$ cat src/core/btd_pkg.sv
// Purpose: Shared constants for the backplane trigger debounce block.
// Assumes: Core clock aclk at 20 MHz; AXI4-Lite register access.
// Notes:   Offsets are byte addresses of aligned 32-bit words.
package btd_pkg;
	// ****************************************************************
	// Channel layout of the filtered vector.
	// ****************************************************************
	localparam int NCH       = 11;
	localparam int NTRIG     = 8;
	localparam int CH_STAR   = 8;
	localparam int CH_DSTARA = 9;
	localparam int CH_DSTARB = 10;

	// ****************************************************************
	// Filter settings and consecutive-sample counts.
	// ****************************************************************
	localparam logic [2:0]  FS_NONE   = 3'h0;
	localparam logic [2:0]  FS_SHORT  = 3'h1;
	localparam logic [2:0]  FS_MEDIUM = 3'h2;
	localparam logic [2:0]  FS_HIGH   = 3'h3;
	localparam logic [2:0]  FS_CUSTOM = 3'h4;
	localparam int          CNT_W     = 16;
	localparam logic [15:0] N_SHORT   = 16'h0009;
	localparam logic [15:0] N_MEDIUM  = 16'h0200;
	localparam logic [15:0] N_HIGH    = 16'h0100;

	// ****************************************************************
	// Timebases, in ns, and their dividers from aclk.
	// ****************************************************************
	localparam int CLK_PERIOD_NS = 50;
	localparam int FAST_TB_NS    = 10;
	localparam int SLOW_TB_NS    = 10000;
	localparam int FAST_DIV_I    = (FAST_TB_NS / CLK_PERIOD_NS) < 1 ? 1 :
		(FAST_TB_NS / CLK_PERIOD_NS);
	localparam int SLOW_DIV_I    = (SLOW_TB_NS / CLK_PERIOD_NS) < 1 ? 1 :
		(SLOW_TB_NS / CLK_PERIOD_NS);
	localparam logic [15:0] FAST_DIV = 16'(FAST_DIV_I);
	localparam logic [15:0] SLOW_DIV = 16'(SLOW_DIV_I);

	// ****************************************************************
	// Register map.
	// ****************************************************************
	localparam int         ADDR_W     = 8;
	localparam logic [7:0] OFS_CTRL   = 8'h00;
	localparam logic [7:0] OFS_ROUTE  = 8'h04;
	localparam logic [7:0] OFS_CUST_N = 8'h08;
	localparam logic [7:0] OFS_CUST_D = 8'h0c;
	localparam logic [7:0] OFS_STATUS = 8'h10;
	localparam logic [7:0] OFS_PIO    = 8'h14;
	localparam logic [7:0] OFS_FILT0  = 8'h20;
	localparam logic [15:0] RST_CUST_N = 16'h0009;
	localparam logic [15:0] RST_CUST_D = 16'h0001;
	localparam logic [3:0]  SEL_SWLVL  = 4'hf;
	localparam logic [1:0]  RESP_OKAY  = 2'h0;
	localparam logic [1:0]  RESP_SLVERR = 2'h2;
endpackage

$ cat src/core/btd_tick_if.sv
// Purpose: Carries filter timebase ticks and the custom count to filters.
// Assumes: All signals synchronous to aclk.
// Notes:   Ticks are one-cycle pulses; a divisor of one or zero holds the tick high every cycle.
`timescale 1ns/1ps
interface btd_tick_if;
	logic        tick_fast;
	logic        tick_slow;
	logic        tick_cust;
	logic [15:0] cust_n;
	modport src  (output tick_fast, output tick_slow, output tick_cust, output cust_n);
	modport sink (input tick_fast, input tick_slow, input tick_cust, input cust_n);
endinterface

$ cat src/core/btd_tick_div.sv
// Purpose: Divides aclk into a one-cycle timebase tick.
// Assumes: A divisor of zero acts as one.
// Notes:   The count restarts whenever it reaches the divisor.
`timescale 1ns/1ps
module btd_tick_div
	import btd_pkg::*;
#(
	parameter int W = 16
) (
	// Clock and reset.
	input  wire logic         aclk,
	input  wire logic         aresetn,
	input  wire logic         ce,
	// Divisor and tick.
	input  wire logic [W-1:0] div,
	output logic              tick
);
	typedef struct packed {
		logic [W-1:0] cnt;
		logic         tick;
	} btd_div_st_t;

	btd_div_st_t st_r;
	btd_div_st_t st_nxt;

	always_comb begin
		st_nxt = st_r;
		if (st_r.cnt + W'(1) >= div) begin
			st_nxt.cnt  = '0;
			st_nxt.tick = 1'b1;
		end else begin
			st_nxt.cnt  = st_r.cnt + W'(1);
			st_nxt.tick = 1'b0;
		end
	end

	always_ff @(posedge aclk) begin
		if (!aresetn) begin
			st_r <= '0;
		end else if (ce) begin
			st_r <= st_nxt;
		end
	end

	assign tick = st_r.tick;
endmodule

$ cat src/core/btd_filter.sv
// Purpose: Debounce filter for one trigger input.
// Assumes: din is synchronous to aclk; ticks come from the tick interface.
// Notes:   The output flips after N consecutive samples at the new level.
`timescale 1ns/1ps
module btd_filter
	import btd_pkg::*;
(
	// Clock and reset.
	input  wire logic       aclk,
	input  wire logic       aresetn,
	input  wire logic       ce,
	// Setting and timebase.
	input  wire logic [2:0] setting,
	btd_tick_if.sink        tb,
	// Signal.
	input  wire logic       din,
	output logic            dout
);
	typedef struct packed {
		logic             level;
		logic [CNT_W-1:0] cnt;
		logic [2:0]       set_q;
	} btd_flt_st_t;

	btd_flt_st_t      st_r;
	btd_flt_st_t      st_nxt;
	logic [CNT_W-1:0] n;
	logic             tick;

	always_comb begin
		st_nxt       = st_r;
		st_nxt.set_q = setting;
		n            = N_SHORT;
		tick         = tb.tick_fast;
		case (setting)
			FS_MEDIUM: begin
				n    = N_MEDIUM;
				tick = tb.tick_fast;
			end
			FS_HIGH: begin
				n    = N_HIGH;
				tick = tb.tick_slow;
			end
			FS_CUSTOM: begin
				n    = tb.cust_n;
				tick = tb.tick_cust;
			end
			default: begin
				n    = N_SHORT;
				tick = tb.tick_fast;
			end
		endcase
		if (setting != st_r.set_q) begin
			st_nxt.cnt = '0;
		end else if (setting == FS_NONE) begin
			st_nxt.level = din;
			st_nxt.cnt   = '0;
		end else if (tick) begin
			if (din == st_r.level) begin
				st_nxt.cnt = '0;
			end else if (st_r.cnt + CNT_W'(1) >= n) begin
				st_nxt.level = din;
				st_nxt.cnt   = '0;
			end else begin
				st_nxt.cnt = st_r.cnt + CNT_W'(1);
			end
		end
	end

	always_ff @(posedge aclk) begin
		if (!aresetn) begin
			st_r <= '{level: 1'b0, cnt: '0, set_q: FS_NONE};
		end else if (ce) begin
			st_r <= st_nxt;
		end
	end

	assign dout = st_r.level;
endmodule

$ cat src/core/btd_top.sv
// Purpose: Backplane trigger input stage with per-line debounce filters.
// Assumes: AXI4-Lite slave on aclk; backplane inputs synchronous to aclk.
// Notes:   The 100 MHz timebase is stood in for by aclk ticks.
//
// Operation
// - Selectable filter per input; none bypasses
// - Sample once per filter clock tick
// - Rise after N consecutive high samples
// - Fall after N consecutive low samples
// - N is 9, 512, 256 or custom
// - Filter clock from oscillator per setting
// - Reject pulses shorter than the setting
// - Each input has its own setting
// - All filters disabled after reset
// - Added jitter at most one timebase period
// - Legacy 10 MHz clock never used
// - Bused triggers equal internal routes 0-7
// - Star only received, none in timing slot
// - Star selectable for AI, AO, counter
// - Star line A is clock input
// - Star line B is trigger input
// - Star line C is driven output
// - Transfers default to direct memory access
// - Programmed mode moves data per access
`timescale 1ns/1ps
module btd_top
	import btd_pkg::*;
(
	// Clock, reset and enable.
	input  wire logic              aclk,
	input  wire logic              aresetn,
	input  wire logic              ce,
	// AXI4-Lite write address.
	input  wire logic              s_axi_awvalid,
	output logic                   s_axi_awready,
	input  wire logic [ADDR_W-1:0] s_axi_awaddr,
	input  wire logic [2:0]        s_axi_awprot,
	// AXI4-Lite write data.
	input  wire logic              s_axi_wvalid,
	output logic                   s_axi_wready,
	input  wire logic [31:0]       s_axi_wdata,
	input  wire logic [3:0]        s_axi_wstrb,
	// AXI4-Lite write response.
	output logic                   s_axi_bvalid,
	input  wire logic              s_axi_bready,
	output logic [1:0]             s_axi_bresp,
	// AXI4-Lite read address.
	input  wire logic              s_axi_arvalid,
	output logic                   s_axi_arready,
	input  wire logic [ADDR_W-1:0] s_axi_araddr,
	input  wire logic [2:0]        s_axi_arprot,
	// AXI4-Lite read data.
	output logic                   s_axi_rvalid,
	input  wire logic              s_axi_rready,
	output logic [31:0]            s_axi_rdata,
	output logic [1:0]             s_axi_rresp,
	// Backplane inputs.
	input  wire logic [NTRIG-1:0]  bp_trig,
	input  wire logic              bp_star,
	input  wire logic              bp_dstar_a,
	input  wire logic              bp_dstar_b,
	input  wire logic              in_timing_slot,
	// Backplane output.
	output logic                   bp_dstar_c,
	// Filtered signals to the device.
	output logic [NTRIG-1:0]       internal_trigger_route,
	output logic                   star_trig,
	output logic                   dstar_clk,
	output logic                   dstar_trig,
	output logic                   ai_ext_src,
	output logic                   ao_ext_src,
	output logic                   ctr_ext_src,
	// Transfer engine.
	output logic                   dma_en,
	input  wire logic [31:0]       pio_rdata,
	output logic                   pio_rd_stb,
	output logic [31:0]            pio_wdata,
	output logic                   pio_wr_stb
);
	// ****************************************************************
	// State.
	// ****************************************************************
	typedef struct packed {
		logic                 awready;
		logic                 wready;
		logic                 aw_have;
		logic                 w_have;
		logic [ADDR_W-1:0]    awaddr;
		logic [31:0]          wdata;
		logic [3:0]           wstrb;
		logic                 bvalid;
		logic [1:0]           bresp;
		logic                 arready;
		logic                 rvalid;
		logic [31:0]          rdata;
		logic [1:0]           rresp;
		logic                 pio_mode;
		logic                 dma;
		logic [3:0]           dstarc_sel;
		logic                 dstarc_lvl;
		logic [3:0]           ai_sel;
		logic [3:0]           ao_sel;
		logic [3:0]           ctr_sel;
		logic [15:0]          cust_n;
		logic [15:0]          cust_d;
		logic [NCH-1:0][2:0]  fset;
		logic                 slot;
		logic [NCH-1:0]       filt_q;
		logic                 dstar_c;
		logic                 ai_src;
		logic                 ao_src;
		logic                 ctr_src;
		logic                 pio_rd;
		logic                 pio_wr;
		logic [31:0]          pio_wd;
	} btd_top_st_t;

	btd_top_st_t    st_r;
	btd_top_st_t    st_nxt;
	logic [NCH-1:0] raw;
	logic [NCH-1:0] filt;
	logic [31:0]    wcur;
	logic [31:0]    wnew;

	// ****************************************************************
	// Timebases and filters.
	// ****************************************************************
	btd_tick_if tb ();

	// Timebases come from aclk alone.
	// No backplane clock feeds them.
	btd_tick_div #(.W(16)) u_div_fast (
		.aclk    (aclk),
		.aresetn (aresetn),
		.ce      (ce),
		.div     (FAST_DIV),
		.tick    (tb.tick_fast)
	);

	btd_tick_div #(.W(16)) u_div_slow (
		.aclk    (aclk),
		.aresetn (aresetn),
		.ce      (ce),
		.div     (SLOW_DIV),
		.tick    (tb.tick_slow)
	);

	btd_tick_div #(.W(16)) u_div_cust (
		.aclk    (aclk),
		.aresetn (aresetn),
		.ce      (ce),
		.div     (st_r.cust_d),
		.tick    (tb.tick_cust)
	);

	assign tb.cust_n = st_r.cust_n;

	// Star input is dead while this module sits in the timing slot.
	// The pin gates the line directly.
	assign raw[NTRIG-1:0] = bp_trig;
	assign raw[CH_STAR]   = bp_star & ~in_timing_slot;
	assign raw[CH_DSTARA] = bp_dstar_a;
	assign raw[CH_DSTARB] = bp_dstar_b;

	for (genvar i = 0; i < NCH; i++) begin : g_flt
		btd_filter u_flt (
			.aclk    (aclk),
			.aresetn (aresetn),
			.ce      (ce),
			.setting (st_r.fset[i]),
			.tb      (tb),
			.din     (raw[i]),
			.dout    (filt[i])
		);
	end

	// ****************************************************************
	// Register helpers.
	// ****************************************************************
	// Selects past the last channel read low.
	function automatic logic pick(input logic [NCH-1:0] v, input logic [3:0] sel);
		pick = (int'(sel) < NCH) ? v[sel] : 1'b0;
	endfunction

	function automatic logic [31:0] rd_word(input btd_top_st_t s, input logic [7:0] a);
		rd_word = 32'h0000_0000;
		if (a == OFS_CTRL) begin
			rd_word = {23'h0, s.dstarc_lvl, s.dstarc_sel, 3'h0, s.pio_mode};
		end else if (a == OFS_ROUTE) begin
			rd_word = {20'h0, s.ctr_sel, s.ao_sel, s.ai_sel};
		end else if (a == OFS_CUST_N) begin
			rd_word = {16'h0, s.cust_n};
		end else if (a == OFS_CUST_D) begin
			rd_word = {16'h0, s.cust_d};
		end else if (a == OFS_STATUS) begin
			rd_word = {15'h0, s.slot, 5'h0, s.filt_q};
		end else if (a >= OFS_FILT0 && a < OFS_FILT0 + 8'(4 * NCH)) begin
			rd_word = {29'h0, s.fset[(a - OFS_FILT0) >> 2]};
		end
	endfunction

	function automatic logic mapped(input logic [7:0] a);
		mapped = (a[1:0] == 2'h0) && (a <= OFS_PIO ||
			(a >= OFS_FILT0 && a < OFS_FILT0 + 8'(4 * NCH)));
	endfunction

	// Bytes with a low strobe are kept.
	always_comb begin
		wcur = rd_word(st_r, st_r.awaddr);
		for (int b = 0; b < 4; b++) begin
			wnew[8*b +: 8] = st_r.wstrb[b] ? st_r.wdata[8*b +: 8] : wcur[8*b +: 8];
		end
	end

	// ****************************************************************
	// Next state.
	// ****************************************************************
	always_comb begin
		st_nxt        = st_r;
		st_nxt.slot   = in_timing_slot;
		st_nxt.filt_q = filt;
		st_nxt.pio_rd = 1'b0;
		st_nxt.pio_wr = 1'b0;

		// Write channel capture, address and data in either order.
		if (s_axi_awvalid && st_r.awready) begin
			st_nxt.aw_have = 1'b1;
			st_nxt.awaddr  = s_axi_awaddr;
		end
		if (s_axi_wvalid && st_r.wready) begin
			st_nxt.w_have = 1'b1;
			st_nxt.wdata  = s_axi_wdata;
			st_nxt.wstrb  = s_axi_wstrb;
		end
		if (st_r.bvalid && s_axi_bready) begin
			st_nxt.bvalid = 1'b0;
		end
		// Both halves in hand: commit.
		// A zero custom count is stored as one.
		if (st_r.aw_have && st_r.w_have && !st_r.bvalid) begin
			st_nxt.aw_have = 1'b0;
			st_nxt.w_have  = 1'b0;
			st_nxt.bvalid  = 1'b1;
			st_nxt.bresp   = mapped(st_r.awaddr) ? RESP_OKAY : RESP_SLVERR;
			if (st_r.awaddr == OFS_CTRL) begin
				st_nxt.pio_mode   = wnew[0];
				st_nxt.dstarc_sel = wnew[7:4];
				st_nxt.dstarc_lvl = wnew[8];
			end else if (st_r.awaddr == OFS_ROUTE) begin
				st_nxt.ai_sel  = wnew[3:0];
				st_nxt.ao_sel  = wnew[7:4];
				st_nxt.ctr_sel = wnew[11:8];
			end else if (st_r.awaddr == OFS_CUST_N) begin
				st_nxt.cust_n = (wnew[15:0] == 16'h0000) ? 16'h0001 : wnew[15:0];
			end else if (st_r.awaddr == OFS_CUST_D) begin
				st_nxt.cust_d = wnew[15:0];
			end else if (st_r.awaddr == OFS_PIO) begin
				st_nxt.pio_wd = st_r.wdata;
				st_nxt.pio_wr = st_r.pio_mode;
			end else if (mapped(st_r.awaddr) && st_r.awaddr >= OFS_FILT0) begin
				st_nxt.fset[(st_r.awaddr - OFS_FILT0) >> 2] = wnew[2:0];
			end
		end
		// A held half or a waiting response
		// refuses the next write.
		st_nxt.awready = !st_nxt.aw_have && !st_nxt.bvalid;
		st_nxt.wready  = !st_nxt.w_have && !st_nxt.bvalid;

		// Read channel: one read in flight, answered the cycle after.
		if (st_r.rvalid && s_axi_rready) begin
			st_nxt.rvalid = 1'b0;
		end
		if (s_axi_arvalid && st_r.arready) begin
			st_nxt.rvalid = 1'b1;
			st_nxt.rresp  = mapped(s_axi_araddr) ? RESP_OKAY : RESP_SLVERR;
			// Transfer port is live in programmed mode.
			// Otherwise a read returns zero.
			if (s_axi_araddr == OFS_PIO) begin
				st_nxt.rdata  = st_r.pio_mode ? pio_rdata : 32'h0000_0000;
				st_nxt.pio_rd = st_r.pio_mode;
			end else begin
				st_nxt.rdata = rd_word(st_r, s_axi_araddr);
			end
		end
		st_nxt.arready = !st_nxt.rvalid;

		// Output routing from the filtered lines.
		// Line C: software level or one line.
		st_nxt.dstar_c = (st_r.dstarc_sel == SEL_SWLVL) ? st_r.dstarc_lvl :
			pick(filt, st_r.dstarc_sel);
		st_nxt.ai_src  = pick(filt, st_r.ai_sel);
		st_nxt.ao_src  = pick(filt, st_r.ao_sel);
		st_nxt.ctr_src = pick(filt, st_r.ctr_sel);
		st_nxt.dma     = !st_nxt.pio_mode;
	end

	// Reset bypasses every filter.
	// A low ce freezes all, bus included.
	always_ff @(posedge aclk) begin
		if (!aresetn) begin
			st_r        <= '0;
			st_r.cust_n <= RST_CUST_N;
			st_r.cust_d <= RST_CUST_D;
			st_r.pio_mode <= 1'b0;
			st_r.dma      <= 1'b1;
			for (int i = 0; i < NCH; i++) begin
				st_r.fset[i] <= FS_NONE;
			end
		end else if (ce) begin
			st_r <= st_nxt;
		end
	end

	// ****************************************************************
	// Outputs.
	// ****************************************************************
	// Outputs copy state bits.
	assign s_axi_awready          = st_r.awready;
	assign s_axi_wready           = st_r.wready;
	assign s_axi_bvalid           = st_r.bvalid;
	assign s_axi_bresp            = st_r.bresp;
	assign s_axi_arready          = st_r.arready;
	assign s_axi_rvalid           = st_r.rvalid;
	assign s_axi_rdata            = st_r.rdata;
	assign s_axi_rresp            = st_r.rresp;
	assign bp_dstar_c             = st_r.dstar_c;
	assign internal_trigger_route = st_r.filt_q[NTRIG-1:0];
	assign star_trig              = st_r.filt_q[CH_STAR];
	assign dstar_clk              = st_r.filt_q[CH_DSTARA];
	assign dstar_trig             = st_r.filt_q[CH_DSTARB];
	assign ai_ext_src             = st_r.ai_src;
	assign ao_ext_src             = st_r.ao_src;
	assign ctr_ext_src            = st_r.ctr_src;
	assign dma_en                 = st_r.dma;
	assign pio_rd_stb             = st_r.pio_rd;
	assign pio_wdata              = st_r.pio_wd;
	assign pio_wr_stb             = st_r.pio_wr;
endmodule

$ cat config.mk
export PLATFORM = sky130hd
export DESIGN_NAME = btd_top
export DESIGN_NICKNAME = d
export VERILOG_FILES = /design/src/core/btd_pkg.sv /design/src/core/btd_tick_if.sv /design/src/core/btd_tick_div.sv /design/src/core/btd_filter.sv /design/src/core/btd_top.sv
export SDC_FILE = /design/constraint.sdc
export NUM_CORES = 2
export LEC_CHECK = 0
export ABC_AREA = 1
export BUFFER_PORTS_ARGS = -buffer_cell sky130_fd_sc_hd__buf_2
export CORE_AREA = 2 2 348 350
export DETAILED_ROUTE_END_ITERATION = 16
export DIE_AREA = 0 0 350 352
export PLACE_DENSITY = 0.51
export SYNTH_ARGS = -nofsm -noshare
export SYNTH_HDL_FRONTEND = slang
export SYNTH_SLANG_ARGS = --single-unit
$ cat constraint.sdc
create_clock -name aclk -period 3.48 [get_ports aclk]
set_clock_uncertainty 0.2 [all_clocks]
set_input_delay 0.522 -clock aclk [delete_from_list [all_inputs] [get_ports aclk]]
set_output_delay 0.522 -clock aclk [all_outputs]
set_load 0.02 [all_outputs]
After elaboration in Yosys (flattened, before gate mapping)
Index checks and enable logic that the tools add are counted.

Divide/modulo/power cells: 0. Muxes and demuxes: 158. Reductions and logical operators: 104. Shift operators: 0. Order comparisons: 31. Eq/ne operators: 77. $mul: 0. $add $sub $neg: 16. Bitwise operators: 18.

Operators by type and width (number): 16-bit two-way mux (38); 16-bit one-hot mux with 3 select lines (11); 17-bit two-way mux (30); 16-bit by 1-bit adder with 16-bit output, second input constant (14); 33-bit two-way mux (6); 16-bit greater-or-equal comparator (12); 3-bit by 2-bit == test with 1-bit output, second input constant (22); 32-bit two-way mux (2); 5-bit AND reduction (12); 2-bit nonzero test (22); 1-bit two-way mux (39); 35-bit two-way mux (1); 33-bit bitwise mux (1); 3-bit == test, second input constant (11); 3-bit logical NOT (11); 3-bit != test (11); 3-bit nonzero test (11); 8-bit by 4-bit == test with 1-bit output, second input constant (4); 8-bit by 5-bit == test with 1-bit output, second input constant (4); 2-bit AND reduction (15); 3-bit binary-select mux with 4-bit select (2); 2-bit by 1-bit != test with 1-bit output, second input constant (11); 1-bit one-hot mux with 2 select lines (11); 4-bit by 5-bit < comparator with 1-bit output, second input constant (4); other kinds (31) (99).

Output and inout port bits: 91. Input port bits: 110. Memories: 0. Register bits after elaboration: 490. Bits in latches: 0. RAM bits: 0. Word-level logic and storage cells: 485. Memory bits (read-only): 0.

Depth between registers and ports, before layout
Word-level depth: 13. Depth in mapped cells: 21.

By module
From an unflattened synthesis, not the netlist that was laid out.

Cell total of the unflattened synthesis: 6033. Area, all modules: 37328.3 um2.

Modules (own cells, without submodules): btd_filter (g_flt[0].u_flt ...) (seq. area each 400.4 um2, area an instance 1971.9 um2, cells an instance 338, times used 10); btd_top (seq. area each 4344.2 um2, area an instance 11253.3 um2, cells an instance 1646, times used 1); btd_tick_div (seq. area each 340.3 um2, area an instance 1467.7 um2, cells an instance 224, times used 3); btd_filter (g_flt[6].u_flt) (seq. area each 400.4 um2, area an instance 1953.1 um2, cells an instance 335, times used 1).

Worst setup path after synthesis
OpenSTA, ideal clock, no wires.

Kind: reg2reg. Start: register g_flt[7].u_flt.st_r[3] (netlist bit). End: register g_flt[7].u_flt.st_r[10] (netlist bit). Buffers on the path: 1. Clock period less this slack: 3337 ps. Library setup time: 70 ps. Path slack: 143 ps. Required time: 3210 ps. Arrival time: 3067 ps. Stages on the path, launching flop included: 20. Path through: dfxtp_1 > ha_1 > nand3_1 > nor3b_2 > nand3_1 > nor3_2 > nand3_1 > nor2_1 > xor2_1 > ha_1 > nand2_1 > inv_1 > nand3_1 > inv_1 > a21oi_1 > nand3_1 > nor2_1 > clkbuf_1 > nand3_1 > a21oi_1.

Word-level cells in the longest chain between the ends: 7.

Ends and longest elaborated chain: from (decl) (RTL line btd_filter.sv:25) `btd_flt_st_t st_r;`; from (signal assigned) (RTL line btd_filter.sv:72) `st_r <= '{level: 1'b0, cnt: '0, set_q: FS_NONE};`; from (signal assigned) (RTL line btd_filter.sv:74) `st_r <= st_nxt;`; 16-bit by 1-bit adder with 16-bit output (*) (RTL line btd_filter.sv:61, btd_filter.sv:65); 16-bit greater-or-equal comparator (RTL line btd_filter.sv:61) `end else if (st_r.cnt + CNT_W'(1) >= n) begin`; 16-bit two-way mux (*) (RTL line btd_filter.sv:61); 16-bit two-way mux (*) (RTL line btd_filter.sv:59) `if (din == st_r.level) begin`; 17-bit two-way mux (*) (RTL line btd_filter.sv:58) `end else if (tick) begin`; 17-bit two-way mux (*) (RTL line btd_filter.sv:55) `end else if (setting == FS_NONE) begin`; 16-bit two-way mux (*) (RTL line btd_filter.sv:53) `if (setting != st_r.set_q) begin`.

Mark *: on every way between the ends. The rest lies on a longest branch, timed or not. The select of a mux whose other input is x is not followed. A chain may end at the register's enable or synchronous reset.

Final worst setup path
Start: register g_flt[2].u_flt.st_r[4] (netlist bit). End: register g_flt[2].u_flt.st_r[10] (netlist bit).

Word-level cells in the longest chain between the ends: 7.

Ends and longest elaborated chain (RTL line): from (decl) (btd_filter.sv:25); from (signal assigned) (btd_filter.sv:72); from (signal assigned) (btd_filter.sv:74); 16-bit by 1-bit adder with 16-bit output (*) (btd_filter.sv:61, btd_filter.sv:65); 16-bit greater-or-equal comparator (btd_filter.sv:61); 16-bit two-way mux (*) (btd_filter.sv:61); 16-bit two-way mux (*) (btd_filter.sv:59); 17-bit two-way mux (*) (btd_filter.sv:58); 17-bit two-way mux (*) (btd_filter.sv:55); 16-bit two-way mux (*) (btd_filter.sv:53).

Marked as above.

==> Implementation_results.wiki <==
{| class="wikitable"
! Metric !! Value
|-
| Met3 Routed Length || 5330 um
|-
| Most frequent standard cell in the layout excluding fill and tap cells || sky130_fd_sc_hd__nand2_1
|-
| Post-placement cell count || 6189
|-
| Max_cap viols || 0
|-
| Top library cells by usage in the layout, fill and taps aside || sky130_fd_sc_hd__nand2_1 (838), sky130_fd_sc_hd__inv_1 (544), sky130_fd_sc_hd__a21oi_1 (509), sky130_fd_sc_hd__dfxtp_1 (461), sky130_fd_sc_hd__o21ai_0 (311)
|-
| Worst setup SP type || register
|-
| Hold path startpoint || bp_trig[3]
|-
| Post-synthesis async set-or-reset flop share || 0%
|-
| Number of design rule violations left after detail routing || 0
|-
| Mux contribution to synthesized area || 0%
|-
| Met2 Wirelength || 50400 um
|-
| Synth unique cells || 62
|-
| Net count, final || 5084
|-
| Top-level port count || 201
|-
| Power density relative to cell area || 365 mW/mm2
|-
| Critical path start-end classification || register to register
|-
| First-pass detailed-route iteration total || 5
|-
| Final RePlAce weighted congestion || 0.962
|-
| First-pass GRT wire length || 165000 um
|-
| Portion of the clock cycle consumed by the worst path in the final layout || 96.5%
|-
| Crit path required time || 3.87 ns
|-
| Launch point of the worst reg-to-reg path || g_flt[2].u_flt.st_r[4]$_SDFFE_PN0P_
|-
| Final std cells w/o fill || 6427
|-
| Simple-gate portion of the synthesized area || 23.6%
|-
| Final Slew Violations || 0
|-
| Number of global-route vias before repair || 28100
|-
| Register area share after synthesis || 31.6%
|-
| CP max FO || 6
|-
| Number of antenna violations at the first check in global routing || 6
|-
| CP Data Arrival Time || 3.75 ns
|-
| Dpl cell area || 0.0339 mm2
|-
| Area grow syn2layout || 25.0%
|-
| Core Box Area || 0.119 mm2
|-
| Rel. slew slack || 32.2%
|-
| Flip-flop and latch count after synthesis || 488
|-
| Post-Synthesis Mean Instance Area || 6.89 um2
|-
| Number of synthesized flops with an enable pin || 0
|-
| Clock input transition at the sequential cells of the worst setup and hold paths || 0.06 ns
|-
| Routed met1 length || 50500 um
|-
| Aggregate global routing overflow || 0
|-
| Overall track demand over capacity in global routing || 17.0%
|-
| Final HPWL DP || 80400 um
|-
| Area enclosed by the die boundary || 0.123 mm2
|-
| Maximum number of pins on one net before global-route repair || 139
|-
| Die W || 350 um
|-
| Final setup violation count || 0
|-
| Main combinational cell family by area after synthesis || simple AND/OR/NAND/NOR gates
|-
| Port-buffer cells || 190
|-
| Top flip-flop cell by instance count after synthesis || sky130_fd_sc_hd__dfxtp_1
|-
| Initial Util || 25.9%
|-
| Vert. Die Dim || 352 um
|-
| Least-Margin Pin Slew || 1.01 ns
|-
| Detailed-route wire length || 110000 um
|-
| Total clock sinks || 488
|-
| RSZ-0062 raised after global routing || true
|-
| Clock Latency Late Sink || 0.67 ns
|-
| Vias per Instance || 4.75
|-
| Proportion of layout cells with a drive suffix above 1 || 17.2%
|-
| Final design instance area without fill || 0.0387 mm2
|-
| FP Rows || 127
|-
| Number of buffers between clock root and the deepest sink || 3
|-
| IR Drop Worst-Case VDD || 368 uV
|-
| Post-detailed-route wirelength per cell || 17.2 um
|-
| Share of synthesized cell area in full adder, half adder and majority cells || 8.50%
|-
| Critical register-to-register path endpoint || g_flt[2].u_flt.st_r[10]$_SDFFE_PN0P_
|-
| Hold violation total from the final report || 0
|-
| Count of routing violations after the opening detailed-route iteration || 2091
|-
| Hold Path Class || input pin to register
|-
| Number of levels in the clock H-tree || 2
|-
| Kind of end point of the critical path || register
|-
| Number of cells on the worst reg-to-reg path || 21
|-
| Run status || finished clean
|-
| Post-route minimum period || 3.36 ns
|-
| Minimum setup slack among reg-to-reg paths || 0.12 ns
|-
| XOR/XNOR Fraction of Synth Area || 6.31%
|-
| Maximum clock frequency || 298 MHz
|-
| Synth warn || 0
|-
| Detailed-route via count || 30500
|-
| Cell chosen for the clock root || sky130_fd_sc_hd__clkbuf_16
|-
| Worst Hold Path EP || g_flt[3].u_flt.dout$_SDFFE_PN0P_
|-
| Hold_ws || 0.0271 ns
|-
| Fill cell total of the finished layout || 12800
|-
| Highest Signal Layer || met5
|-
| Pleak || 16.8 nW
|-
| Clock tree from TritonCTS || done
|-
| Mapped Area || 0.0309 mm2
|-
| Routed Antenna Nets || 0
|-
| Synth Area in Compound Gates || 18.8%
|-
| Number of cells on the worst hold path || 3
|-
| Post-Synthesis Cells || 4486
|-
| Total CTS buffers || 58
|}
[state kept, by name, indices dropped and copies added, names as in the netlist, 16 cells and up]
name	cells
g_flt.u_flt.st_r	209
st_r	112
pio_wdata	32
s_axi_rdata	32
tb.cust_n	16
u_div_cust.st_r	16
u_div_fast.st_r	16
u_div_slow.st_r	16
[power by group]
part | internal, mW | switching [mW] | leakage (nW) | total, mW
clock network | 4.46 | 2.68 | 1.09 | 7.14
logic | 0.371 | 0.818 | 11.7 | 1.19
registers | 5.67 | 0.113 | 3.97 | 5.78
[cell type report]
cell class | instances | area [um2] | area share, %
repair buffers | 479 | 3520 | 9.10
clock buffers | 78 | 1660 | 4.29
well taps | 1612 | 2020 | 5.22
inverters | 568 | 2140 | 5.54
diodes | 2 | 5.00 | 0.0129
flip-flops and latches | 488 | 9840 | 25.5
clock inverters | 31 | 589 | 1.52
multi-input cells | 3169 | 18900 | 48.9
[worst max-delay path by stage]
stage | end | slack, ns | start | depth (start not counted)
after floorplan | g_flt[7].u_flt.st_r[10]$_SDFFE_PN0P_ | 0.14 | g_flt[7].u_flt.st_r[3]$_SDFFE_PN0P_ | 19
after global routing | g_flt[6].u_flt.st_r[4]$_SDFFE_PN0P_ | -0.09 | g_flt[6].u_flt.st_r[4]$_SDFFE_PN0P_ | 19
final | g_flt[2].u_flt.st_r[10]$_SDFFE_PN0P_ | 0.12 | g_flt[2].u_flt.st_r[4]$_SDFFE_PN0P_ | 21
after CTS | g_flt[0].u_flt.st_r[3]$_SDFFE_PN0P_ | 0.0005 | g_flt[0].u_flt.st_r[3]$_SDFFE_PN0P_ | 19
after detailed placement | g_flt[1].u_flt.st_r[3]$_SDFFE_PN0P_ | -0.06 | g_flt[1].u_flt.st_r[3]$_SDFFE_PN0P_ | 18
after global placement | g_flt[1].u_flt.st_r[3]$_SDFFE_PN0P_ | -0.14 | g_flt[1].u_flt.st_r[3]$_SDFFE_PN0P_ | 18
[cell usage after synthesis, types with 3 or more instances]
master | instances | share of area (%)
sky130_fd_sc_hd__buf_2 | 23 | 0.37
sky130_fd_sc_hd__nand4_1 | 67 | 1.4
sky130_fd_sc_hd__a22o_1 | 3 | 0.085
sky130_fd_sc_hd__nand2_2 | 8 | 0.16
sky130_fd_sc_hd__a21oi_1 | 544 | 8.8
sky130_fd_sc_hd__o21ai_0 | 319 | 5.2
sky130_fd_sc_hd__a31oi_1 | 13 | 0.26
sky130_fd_sc_hd__o22ai_1 | 22 | 0.44
sky130_fd_sc_hd__nand2_1 | 846 | 10
sky130_fd_sc_hd__nor3b_2 | 7 | 0.28
sky130_fd_sc_hd__dfxtp_1 | 488 | 32
sky130_fd_sc_hd__buf_1 | 11 | 0.13
sky130_fd_sc_hd__nand3_1 | 306 | 5.0
sky130_fd_sc_hd__o2111ai_1 | 7 | 0.20
sky130_fd_sc_hd__nor2_1 | 298 | 3.6
sky130_fd_sc_hd__a32oi_1 | 4 | 0.11
sky130_fd_sc_hd__and3_1 | 6 | 0.12
sky130_fd_sc_hd__nor3_2 | 19 | 0.61
sky130_fd_sc_hd__o31ai_1 | 7 | 0.17
sky130_fd_sc_hd__a21boi_0 | 7 | 0.17
sky130_fd_sc_hd__xnor2_1 | 76 | 2.2
sky130_fd_sc_hd__o221ai_1 | 7 | 0.20
sky130_fd_sc_hd__nor2_2 | 10 | 0.20
sky130_fd_sc_hd__a221oi_1 | 8 | 0.23
sky130_fd_sc_hd__buf_4 | 80 | 1.9
sky130_fd_sc_hd__ha_1 | 210 | 8.5
sky130_fd_sc_hd__inv_1 | 545 | 6.6
sky130_fd_sc_hd__o211ai_1 | 28 | 0.68
sky130_fd_sc_hd__nand2_4 | 11 | 0.40
sky130_fd_sc_hd__a211oi_1 | 24 | 0.58
sky130_fd_sc_hd__a22oi_1 | 21 | 0.51
sky130_fd_sc_hd__xor2_1 | 143 | 4.0
sky130_fd_sc_hd__nand3b_1 | 8 | 0.19
sky130_fd_sc_hd__and2_1 | 3 | 0.061
sky130_fd_sc_hd__inv_2 | 21 | 0.25
sky130_fd_sc_hd__clkbuf_1 | 146 | 1.8
sky130_fd_sc_hd__nor3_1 | 59 | 0.95
sky130_fd_sc_hd__o21ai_1 | 49 | 0.79
[worst max-delay path, cell delays in order (launching register included)]
cell	delay [ns]
sky130_fd_sc_hd__dfxtp_2	0.35
sky130_fd_sc_hd__ha_4	0.15
sky130_fd_sc_hd__nand2_2	0.07
sky130_fd_sc_hd__nor2_4	0.14
sky130_fd_sc_hd__nand3_2	0.11
sky130_fd_sc_hd__nor2_2	0.13
sky130_fd_sc_hd__inv_1	0.07
sky130_fd_sc_hd__nor3_2	0.26
sky130_fd_sc_hd__nand3_1	0.17
sky130_fd_sc_hd__xnor2_2	0.21
sky130_fd_sc_hd__ha_1	0.25
sky130_fd_sc_hd__nand2_1	0.06
sky130_fd_sc_hd__inv_1	0.05
sky130_fd_sc_hd__nand3_2	0.09
sky130_fd_sc_hd__inv_1	0.06
sky130_fd_sc_hd__a21oi_2	0.14
sky130_fd_sc_hd__nand4_1	0.18
sky130_fd_sc_hd__nor2_1	0.15
sky130_fd_sc_hd__buf_4	0.16
sky130_fd_sc_hd__buf_4	0.12
sky130_fd_sc_hd__nand2_1	0.05
sky130_fd_sc_hd__a21oi_1	0.11
[layer usage]
metal  up-vias  GRT usage [%]
li1      15400              -
met4         6           5.63
met1     14300           23.1
met3       177           2.41
met5         -              0
met2       669           27.4
[cells by family (layout without fill, tap and decap cells)]
| logic type | Yosys count | after routing |
|---|---|---|
| AO/OA/AOI/OAI | 1076 | 1076 |
| XOR/XNOR | 221 | 221 |
| adder cells (fa/ha/maj) | 210 | 210 |
| buffers and inverters | 830 | 1156 |
| flip-flops | 488 | 488 |
| other | 1 | 4 |
| AND/OR/NAND/NOR | 1660 | 1660 |
[per-stage QoR]
stage | setup TNS [ns] | worst slack (ns) | total power [mW] | util, %
after floorplan | 0 | 0.143 | 6.57 | -
after global placement | -1.96 | -0.145 | 7.01 | 28.4
after detailed placement | -0.796 | -0.0598 | 7.01 | 28.4
after CTS | 0 | 0.000484 | 14.3 | 30.9
after global routing | -3.59 | -0.0949 | 14.6 | 32.4
final | 0 | 0.122 | 14.1 | 32.4
[repair_timing]
item,CTS,global route
gates cloned,0,9
hold buffers,67,0
buffers inserted,1,50
pin swaps,2,150
endpoints found under the setup margin,20,200
hold endpoints to repair,67,0
resized for setup,3,323
No activity file was read; power rests on OpenSTA's default activity.
